`src/design/mrsts_pkg.sv`:
```
// Purpose: Shared constants for the receive association and transmit
//          statistics register bank.
// Assumes: APB with 16 address bits and 32-bit data.
// Notes:   Offsets are byte addresses.
package mrsts_pkg;
    // ==========================================================
    // Sizes
    localparam int NUM_CTX = 8;
    localparam int KEY_WORDS = 4;
    localparam int ADDR_W = 16;
    localparam int KEY_AW = 5;
    // ==========================================================
    // Register offsets
    localparam logic [15:0] OFS_TX_UNTAGGED = 16'h4300;
    localparam logic [15:0] OFS_TX_ENCRYPTED = 16'h4304;
    localparam logic [15:0] OFS_TX_SEC_CTRL = 16'h4390;
    localparam logic [15:0] OFS_SEC_CAP = 16'h4394;
    localparam logic [15:0] OFS_RX_CTRL = 16'hb310;
    localparam logic [15:0] OFS_RX_PN = 16'hb330;
    localparam logic [15:0] OFS_RX_KEY = 16'hb350;
    localparam logic [15:0] SPAN_CTX = 16'h0020;
    localparam logic [15:0] SPAN_KEY = 16'h0080;
    // ==========================================================
    // Field positions
    localparam int AN_LSB = 0;
    localparam int VALID_BIT = 2;
    localparam int FRX_BIT = 3;
    localparam int RETIRED_BIT = 4;
    localparam int TXEN_LSB = 0;
    localparam int STRICT_BIT = 2;
    localparam int HSEL_LSB = 4;
    // ==========================================================
    // Field values and reset values
    localparam logic [1:0] TXEN_MODE_A = 2'h1;
    localparam logic [1:0] TXEN_MODE_B = 2'h2;
    localparam logic [31:0] RST_WORD = 32'h0000_0000;
    localparam logic [31:0] PN_STEP = 32'h0000_0001;
endpackage

```
`src/design/mrsts_key_mem.sv`:
```
// Purpose: Write-only key store, read only by the cipher datapath.
// Assumes: One write and one read port on the same clock.
// Notes:   Read data come out of a register one cycle after the address.
`timescale 1ns/1ps
`default_nettype none
module mrsts_key_mem #(
    parameter int WIDTH = 32,
    parameter int AW = 5
) (
    input wire logic clk,
    input wire logic rst_n,
    input wire logic wr_en,
    input wire logic [AW-1:0] wr_addr,
    input wire logic [WIDTH-1:0] wr_data,
    input wire logic [AW-1:0] rd_addr,
    output logic [WIDTH-1:0] rd_data
);
    logic [WIDTH-1:0] mem [0:(1<<AW)-1];

    always_ff @(posedge clk)
    begin
        if (wr_en)
        begin
            mem[wr_addr] <= wr_data;
        end
    end

    // The register is reset so that the datapath sees zero, not junk, while reset is held.
    always_ff @(posedge clk or negedge rst_n)
    begin
        if (!rst_n)
        begin
            rd_data <= '0;
        end
        else
        begin
            rd_data <= mem[rd_addr];
        end
    end
endmodule // mrsts_key_mem
`default_nettype wire

```
`src/design/mrsts_bank.sv`:
```
// Purpose: Receive association contexts and transmit statistics bank.
// Assumes: Frame events come from logic on ref_clk, one pulse per frame.
// Notes:   APB slave with no wait states; unmapped addresses get pslverr.
//
// Behaviour
// - Eight receive association contexts, each with control, number and key.
// - Contexts 2c and 2c+1 belong to receive channel c.
// - Bits 1:0 match the association number of an incoming frame.
// - Bit 3 clears on valid rising, sets when a frame is accepted.
// - Frame received on one context retires the partner context.
// - Bit 4 marks the context invalid; clears when valid rises, unless a frame on the partner context is accepted in that cycle.
// - Replay window zero: one new frame retires the old context.
// - Frame accepted only if its number is at least the stored one.
// - After each accepted frame the stored number becomes frame number plus one.
// - Packet number register is stored and read back unchanged.
// - Key is four words, word 0 lowest bits, word 3 highest.
// - Key words are write-only; reads return zero.
// - A key hash is readable in the capability register.
// - Statistics counters are 32 bits; software extends to 64.
// - Each statistics counter clears when read.
// - Untagged count: secure flag clear, enable field 01b or 10b.
// - Strict mode is stored and driven out on tx_strict_mode; the untagged count ignores it.
// - Encrypted count: controlled port frame with encryption bit set.
`timescale 1ns/1ps
`default_nettype none
module mrsts_bank (
    input wire logic ref_clk,
    input wire logic reset_n,
    input wire logic psel,
    input wire logic penable,
    input wire logic pwrite,
    input wire logic [mrsts_pkg::ADDR_W-1:0] paddr,
    input wire logic [31:0] pwdata,
    output logic [31:0] prdata,
    output logic pready,
    output logic pslverr,
    input wire logic rx_frame_valid,
    input wire logic [1:0] rx_frame_channel,
    input wire logic [1:0] rx_frame_an,
    input wire logic [31:0] rx_frame_pn,
    output logic rx_frame_accept,
    output logic rx_frame_reject,
    output logic [2:0] rx_frame_context,
    output logic [7:0] rx_association_usable,
    input wire logic [mrsts_pkg::KEY_AW-1:0] key_rd_addr,
    output logic [31:0] key_rd_data,
    input wire logic tx_frame_done,
    input wire logic descriptor_secure_flag,
    input wire logic tx_controlled_port,
    input wire logic tx_encrypt_bit,
    output logic [1:0] tx_security_enable_field,
    output logic tx_strict_mode
);
    import mrsts_pkg::*;

    typedef struct packed {
        logic [7:0][1:0] an;
        logic [7:0] valid;
        logic [7:0] frx;
        logic [7:0] retired;
        logic [7:0][31:0] pn;
        logic [31:0][7:0] fold;
        logic [31:0] ut_cnt;
        logic [31:0] enc_cnt;
        logic [31:0] prdata;
        logic [1:0] tx_en;
        logic strict;
        logic [2:0] hash_sel;
    } mrsts_state_t;
    mrsts_state_t st;
    mrsts_state_t next_st;
    logic rst_meta_n;
    logic rst_n;

    // ==========================================================
    // Reset release
    always_ff @(posedge ref_clk or negedge reset_n)
    begin
        if (!reset_n)
        begin
            rst_meta_n <= 1'b0;
            rst_n <= 1'b0;
        end
        else
        begin
            rst_meta_n <= 1'b1;
            rst_n <= rst_meta_n;
        end
    end

    // ==========================================================
    // Address decode
    logic setup_rd;
    logic acc;
    logic [15:0] off_ctrl;
    logic [15:0] off_pn;
    logic [15:0] off_key;
    logic hit_ctrl;
    logic hit_pn;
    logic hit_key;
    logic hit_ut;
    logic hit_enc;
    logic hit_txc;
    logic hit_cap;
    logic mapped;
    logic [2:0] ctx_ctrl;
    logic [2:0] ctx_pn;
    logic [KEY_AW-1:0] key_idx;
    assign setup_rd = psel && !penable && !pwrite;
    assign acc = psel && penable;
    assign off_ctrl = paddr - OFS_RX_CTRL;
    assign off_pn = paddr - OFS_RX_PN;
    assign off_key = paddr - OFS_RX_KEY;
    assign hit_ctrl = paddr >= OFS_RX_CTRL && off_ctrl < SPAN_CTX;
    assign hit_pn = paddr >= OFS_RX_PN && off_pn < SPAN_CTX;
    assign hit_key = paddr >= OFS_RX_KEY && off_key < SPAN_KEY;
    assign hit_ut = paddr == OFS_TX_UNTAGGED;
    assign hit_enc = paddr == OFS_TX_ENCRYPTED;
    assign hit_txc = paddr == OFS_TX_SEC_CTRL;
    assign hit_cap = paddr == OFS_SEC_CAP;
    assign mapped = (paddr[1:0] == 2'h0) && (hit_ctrl || hit_pn || hit_key
        || hit_ut || hit_enc || hit_txc || hit_cap);
    assign ctx_ctrl = off_ctrl[4:2];
    assign ctx_pn = off_pn[4:2];
    assign key_idx = off_key[6:2];

    assign pready = 1'b1;
    assign pslverr = acc && !mapped;

    // ==========================================================
    // Receive context match
    logic [2:0] ctx_even;
    logic [2:0] ctx_sel;
    logic hit_even;
    logic hit_odd;
    logic ctx_found;
    logic pn_ok;
    assign ctx_even = {rx_frame_channel, 1'b0};
    assign hit_even = st.valid[ctx_even] && !st.retired[ctx_even]
        && st.an[ctx_even] == rx_frame_an;
    assign hit_odd = st.valid[ctx_even | 3'h1]
        && !st.retired[ctx_even | 3'h1]
        && st.an[ctx_even | 3'h1] == rx_frame_an;
    assign ctx_sel = hit_even ? ctx_even : (ctx_even | 3'h1);
    assign ctx_found = hit_even || hit_odd;
    assign pn_ok = rx_frame_pn >= st.pn[ctx_sel];
    assign rx_frame_accept = rx_frame_valid && ctx_found && pn_ok;
    assign rx_frame_reject = rx_frame_valid && !rx_frame_accept;
    assign rx_frame_context = ctx_sel;
    assign rx_association_usable = st.valid & ~st.retired;
    assign tx_security_enable_field = st.tx_en;
    assign tx_strict_mode = st.strict;

    // ==========================================================
    // Transmit events
    logic ut_inc;
    logic enc_inc;
    assign ut_inc = tx_frame_done && !descriptor_secure_flag
        && (st.tx_en == TXEN_MODE_A || st.tx_en == TXEN_MODE_B);
    assign enc_inc = tx_frame_done && tx_controlled_port && tx_encrypt_bit;

    // ==========================================================
    // Next state
    always_comb
    begin
        logic [7:0] hash;
        logic [31:0] rd;
        hash = 8'h00;
        rd = RST_WORD;
        next_st = st;
        for (int w = 0; w < KEY_WORDS; w++)
        begin
            hash = hash ^ st.fold[{st.hash_sel, w[1:0]}];
        end
        // Read data are captured in the setup cycle.
        if (setup_rd)
        begin
            if (hit_ctrl)
            begin
                rd[AN_LSB+:2] = st.an[ctx_ctrl];
                rd[VALID_BIT] = st.valid[ctx_ctrl];
                rd[FRX_BIT] = st.frx[ctx_ctrl];
                rd[RETIRED_BIT] = st.retired[ctx_ctrl];
            end
            else if (hit_pn)
            begin
                rd = st.pn[ctx_pn];
            end
            else if (hit_ut)
            begin
                rd = st.ut_cnt;
            end
            else if (hit_enc)
            begin
                rd = st.enc_cnt;
            end
            else if (hit_txc)
            begin
                rd[TXEN_LSB+:2] = st.tx_en;
                rd[STRICT_BIT] = st.strict;
                rd[HSEL_LSB+:3] = st.hash_sel;
            end
            else if (hit_cap)
            begin
                rd[7:0] = hash;
            end
            // key reads give zero
            // Unaligned or unmapped reads answer zero with the error.
            next_st.prdata = mapped ? rd : RST_WORD;
        end

        next_st.ut_cnt = st.ut_cnt + {31'h0, ut_inc};
        next_st.enc_cnt = st.enc_cnt + {31'h0, enc_inc};
        if (acc && !pwrite && mapped)
        begin
            // clear on read
            // Counts taken between setup and access are kept, not lost.
            if (hit_ut)
            begin
                next_st.ut_cnt = st.ut_cnt - st.prdata + {31'h0, ut_inc};
            end
            if (hit_enc)
            begin
                next_st.enc_cnt = st.enc_cnt - st.prdata + {31'h0, enc_inc};
            end
        end
        if (acc && pwrite && mapped)
        begin
            if (hit_ctrl)
            begin
                next_st.an[ctx_ctrl] = pwdata[AN_LSB+:2];
                next_st.valid[ctx_ctrl] = pwdata[VALID_BIT];
                if (pwdata[VALID_BIT] && !st.valid[ctx_ctrl])
                begin
                    next_st.frx[ctx_ctrl] = 1'b0;
                    next_st.retired[ctx_ctrl] = 1'b0;
                end
            end
            else if (hit_pn)
            begin
                next_st.pn[ctx_pn] = pwdata;
            end
            else if (hit_key)
            begin
                next_st.fold[key_idx] = pwdata[31:24] ^ pwdata[23:16]
                    ^ pwdata[15:8] ^ pwdata[7:0];
            end
            else if (hit_txc)
            begin
                next_st.tx_en = pwdata[TXEN_LSB+:2];
                next_st.strict = pwdata[STRICT_BIT];
                next_st.hash_sel = pwdata[HSEL_LSB+:3];
            end
        end

        // Frame effects come last so that they win over a write.
        if (rx_frame_accept)
        begin
            next_st.frx[ctx_sel] = 1'b1;
            next_st.retired[ctx_sel ^ 3'h1] = 1'b1;
            next_st.pn[ctx_sel] = rx_frame_pn + PN_STEP;
        end
    end

    // ==========================================================
    // State register
    always_ff @(posedge ref_clk or negedge rst_n)
    begin
        if (!rst_n)
        begin
            st <= '0;
        end
        else
        begin
            st <= next_st;
        end
    end

    assign prdata = st.prdata;

    // ==========================================================
    // Key storage
    // per-context keys
    mrsts_key_mem #(
        .WIDTH(32),
        .AW(KEY_AW)
    ) u_key_mem (
        .clk(ref_clk),
        .rst_n(rst_n),
        .wr_en(acc && pwrite && mapped && hit_key),
        .wr_addr(key_idx),
        .wr_data(pwdata),
        .rd_addr(key_rd_addr),
        .rd_data(key_rd_data)
    );
endmodule // mrsts_bank
`default_nettype wire

```
`config.mk`:
```
export PLATFORM = sky130hd
export DESIGN_NAME = mrsts_bank
export DESIGN_NICKNAME = d
export VERILOG_FILES = /design/src/design/mrsts_pkg.sv /design/src/design/mrsts_key_mem.sv /design/src/design/mrsts_bank.sv
export SDC_FILE = /design/constraint.sdc
export NUM_CORES = 2
export LEC_CHECK = 0
export BUFFER_PORTS_ARGS = -buffer_cell sky130_fd_sc_hd__clkbuf_2
export CAP_MARGIN = 20
export CORE_UTILIZATION = 40
export CTS_BUF_LIST = sky130_fd_sc_hd__clkbuf_4
export DETAILED_ROUTE_END_ITERATION = 16
export GPL_TIMING_DRIVEN = 0
export SETUP_SLACK_MARGIN = 0.1
export SYNTH_ARGS = -nofsm -noshare
export SYNTH_HDL_FRONTEND = slang
export SYNTH_SLANG_ARGS = --single-unit
```
`constraint.sdc`:
```
create_clock -name ref_clk -period 26.7 [get_ports ref_clk]
set_clock_uncertainty 0.15 [all_clocks]
set_input_delay 1.335 -clock ref_clk [delete_from_list [all_inputs] [get_ports ref_clk]]
set_output_delay 1.335 -clock ref_clk [all_outputs]
set_load 0.1 [all_outputs]
```
==> results.sh <==
export IMPL_status="finished, final reports clean"
export IMPL_overflow=0
export IMPL_drv_cap=0
export IMPL_tns_ps=0
export IMPL_p_total_mw=6.266
export IMPL_synthTopCellsByArea="edfxtp_1 38%, dfrtp_1 21%, mux4_2 14%"
export IMPL_grtUsageMet3_pct=7.331
export IMPL_core_area_um2=198000
export IMPL_p_leak_nw=34.81
export IMPL_required_ps=25220
export IMPL_crit_fanout=10
export IMPL_cts_path_max_buffers=4
export IMPL_max_freq_ghz=0.09026
export IMPL_yosysWarningCount=0
export IMPL_relSlewSlack_pct=14.45
export IMPL_synth_cell_types=79
export IMPL_arrival_ps=9590
export IMPL_grt_pass1_vias=57014
export IMPL_dieHeight_um=449.4
export IMPL_hold_path_class="reg -> async"
export IMPL_setup_viol=0
export IMPL_placedCellCount=8640
export IMPL_synth_top_area_share_pct=38.40
export IMPL_worstSkewPairLatency_ps=1450
export IMPL_final_layout_size_suffix_gt1_share_pct=25.02
export IMPL_grt_max_degree=71
export IMPL_timing_final_crit_share_pct=41.50
export IMPL_syn_to_final_growth_pct=15.12
export IMPL_post_synth_top_area_cell="edfxtp_1"
export IMPL_busiest_layer="met2"
export IMPL_track_usage_pct=27.72
export IMPL_critPathLaunchType="input pin"
export IMPL_cts_clk_slew_worst_paths_ps=70
export IMPL_die_w_um=449.4
export IMPL_slew_violations=0
export IMPL_postCtsHoldBufs=2
export IMPL_yosysSeqAreaShare_pct=59.90
export IMPL_worst_pin_slew_ps=1283
export IMPL_start_util_pct=40.44
export IMPL_synth_area_per_cell_um2=13.94
export IMPL_avgViaCountPerCell=6.002
export IMPL_netlist_area_um2=80080
export IMPL_drt_wl_total_mm=283.4
export IMPL_hold_viol_final=0
export IMPL_fin_nets=6755
export IMPL_r2r_end="st[504]"
export IMPL_syn_inst=5746
export IMPL_finalCriticalPeriod_ps=11080
export IMPL_cts_tree="yes"
export IMPL_ctsResizeCount=0
export IMPL_drt_iter0_drc=6876
export IMPL_numCtsBuffers=465
export IMPL_ys_ff_latch=1712
export IMPL_endpoint_kind="output port"
export IMPL_fin_cells=9483
export IMPL_dr_pass1_iters=6
export IMPL_avgRoutedWirePerCell_um=29.88
export IMPL_synthArstFlopShare_pct=40.19
export IMPL_clock_root_buffer="clkbuf_4"
export IMPL_worst_r2r_cell_count=22
export IMPL_crit_type="in -> out"
export IMPL_grt_first_pass_wirelength_mm=405.4
export IMPL_cts_htree_levels=5
export IMPL_cts_sinks=1712
export IMPL_grt_util_met2_pct=41.95
export IMPL_num_vias=56918
export IMPL_rows=163
export IMPL_place_hpwl_mm=198.6
export IMPL_power_density_nw_per_um2=67.97
export IMPL_grt_antenna_before_repair=20
export IMPL_r2r_start="st[650]"
export IMPL_rsz0062_at_grt="no"
export IMPL_gpl_final_weighted_congestion=0.9666
export IMPL_reg2reg_slack_ps=17830
export IMPL_synth_flop_cell="edfxtp_1"
export IMPL_synth_edff_count=1024
export IMPL_ir_worst_vdd_mv=0.03586
export IMPL_cts_setup_buffers=0
export IMPL_grt_util_met1_pct=37.42
export IMPL_drc=0
export IMPL_ant_nets=0
export IMPL_port_buffers=172
export IMPL_die_area_um2=202000
export IMPL_io_pins=181
-- power breakdown --
| part | switching [mW] | internal, mW | total, mW | leakage, nW |
|---|---|---|---|---|
| Sequential | 0.0964 | 2.92 | 3.01 | 18.5 |
| Clock | 1.12 | 1.22 | 2.34 | 3.48 |
| Combinational | 0.543 | 0.370 | 0.913 | 12.9 |
-- cell usage after synthesis (17+ instances only) --
library cell and instances:
and3_1 29, xor2_1 110, clkbuf_1 264, mux2i_1 57, mux4_2 490, o21ai_0 370
nand2b_1 23, inv_1 69, nand2_1 542, o21a_1 17, buf_1 73, mux2_2 63
nor2_1 186, buf_4 37, a221oi_1 30, a31oi_1 18, a211oi_1 251, nand3_1 80
buf_2 56, edfxtp_1 1024, dfrtp_1 688, ha_1 165, nor2b_1 250, a21oi_1 404
nor3_1 51, o21ai_1 24, nand4_1 36, a21o_1 42, xnor2_1 110
-- stage by stage --
step | hold slack [ps] | area, µm² | setup slack (ps) | utilization [%]
final | 104.0 | 92190 | 15620 | 46.55
after floorplan | 181.2 | 80080 | 5953 | -
after global placement | 186.3 | 84250 | -4299 | 42.54
after detailed placement | 159.4 | 86070 | 15910 | 43.46
after global routing | 189.5 | 92170 | 15580 | 46.54
after CTS | 150.2 | 91860 | 15880 | 46.38
-- cells in the final DEF, fill, tap and decap left out, drive strengths merged, types with 9 or more instances in the layout --
cell,Yosys,routed
xnor2,110,110
a31oi,18,18
ha,165,165
buf,172,271
edfxtp,1024,1024
a221oi,30,30
inv,72,77
and3,29,29
mux2,63,63
o21a,17,17
o21ai,398,398
a21o,42,42
o21bai,11,11
nand4,36,36
and4,11,11
or2,10,10
nand3,80,80
a21oi,404,404
nand2b,23,23
nor4,15,15
and2,9,9
mux4,490,490
mux2i,57,57
nor3,53,53
clkbuf,264,1149
nand2,544,544
nor2b,251,251
or3,14,14
a211oi,251,251
dfrtp,688,688
nor2,191,191
xor2,110,110
clkinv,0,90
diode,0,13
-- critical path, stage by stage --
cell and delay, ps:
clkbuf_2 150, buf_2 260, inv_2 450, mux4_2 610
nand3_1 120, nor2b_1 70, buf_2 230, inv_2 410
buf_2 600, buf_2 470, buf_2 610, mux2i_1 310
ha_1 290, a21o_1 170, a21oi_1 590, o211ai_1 350
a21oi_1 450, o211a_1 260, clkbuf_1 500, clkbuf_1 560
nor2_1 150, nor2_1 120, clkbuf_2 470
-- worst max path at each step --
stage               slack (ps)  depth (start not counted)                start         endpoint
floorplan                 5950                          0                rst_n        prdata[0]
global placement         -4300                          0                rst_n           st[88]
detailed placement       15910                         21  rx_frame_channel[1]  rx_frame_reject
CTS                      15880                         21  rx_frame_channel[1]  rx_frame_reject
global route             15580                         22  rx_frame_channel[1]  rx_frame_reject
finish                   15620                         23  rx_frame_channel[0]  rx_frame_reject
-- state kept, by name (all words and copies together) (netlist names) --
register / flops
rst_n: 1
u_key_mem.mem: 1024
st: 619
u_key_mem.rd_data: 32
tx_security_enable_field: 2
prdata: 32
rst_meta_n: 1
tx_strict_mode: 1
-- area by class of cell --
| cell class | count | area, µm² |
|---|---|---|
| repair buffers | 275 | 2815 |
| inverters | 72 | 270.3 |
| clock inverters | 97 | 430.4 |
| plain buffers | 436 | 1892 |
| fillers | 17667 | 105800 |
| diodes | 13 | 32.53 |
| flip-flops and latches | 1712 | 47970 |
| clock buffers | 711 | 5338 |
| well taps | 2640 | 3303 |
| multi-input cells | 3527 | 30140 |
-- cell families (layout without fill, tap and decap cells) --
kind of cell | count (synthesis) | count (layout) | synth area share [%]
flip-flops | 1712 | 1712 | 59.90
multiplexers | 610 | 610 | 15.38
XOR/XNOR | 220 | 220 | 2.406
AND/OR/NAND/NOR | 1282 | 1282 | 7.637
AO/OA/AOI/OAI | 1246 | 1246 | 9.347
other | 1 | 15 | 0.004683
adder cells (fa/ha/maj) | 167 | 167 | 2.628
buffers and inverters | 508 | 1591 | 2.698
-- per-layer routing --
layer / share of wire [%] / wire (µm) / vias up
li1: - / - / 23743
met1: 40 / 114100 / 29097
met2: 45 / 127700 / 3376
met3: 10 / 28890 / 688
met4: 4.4 / 12600 / 14
met5: 0.035 / 100 / -
(Power assumes the default switching activity.)
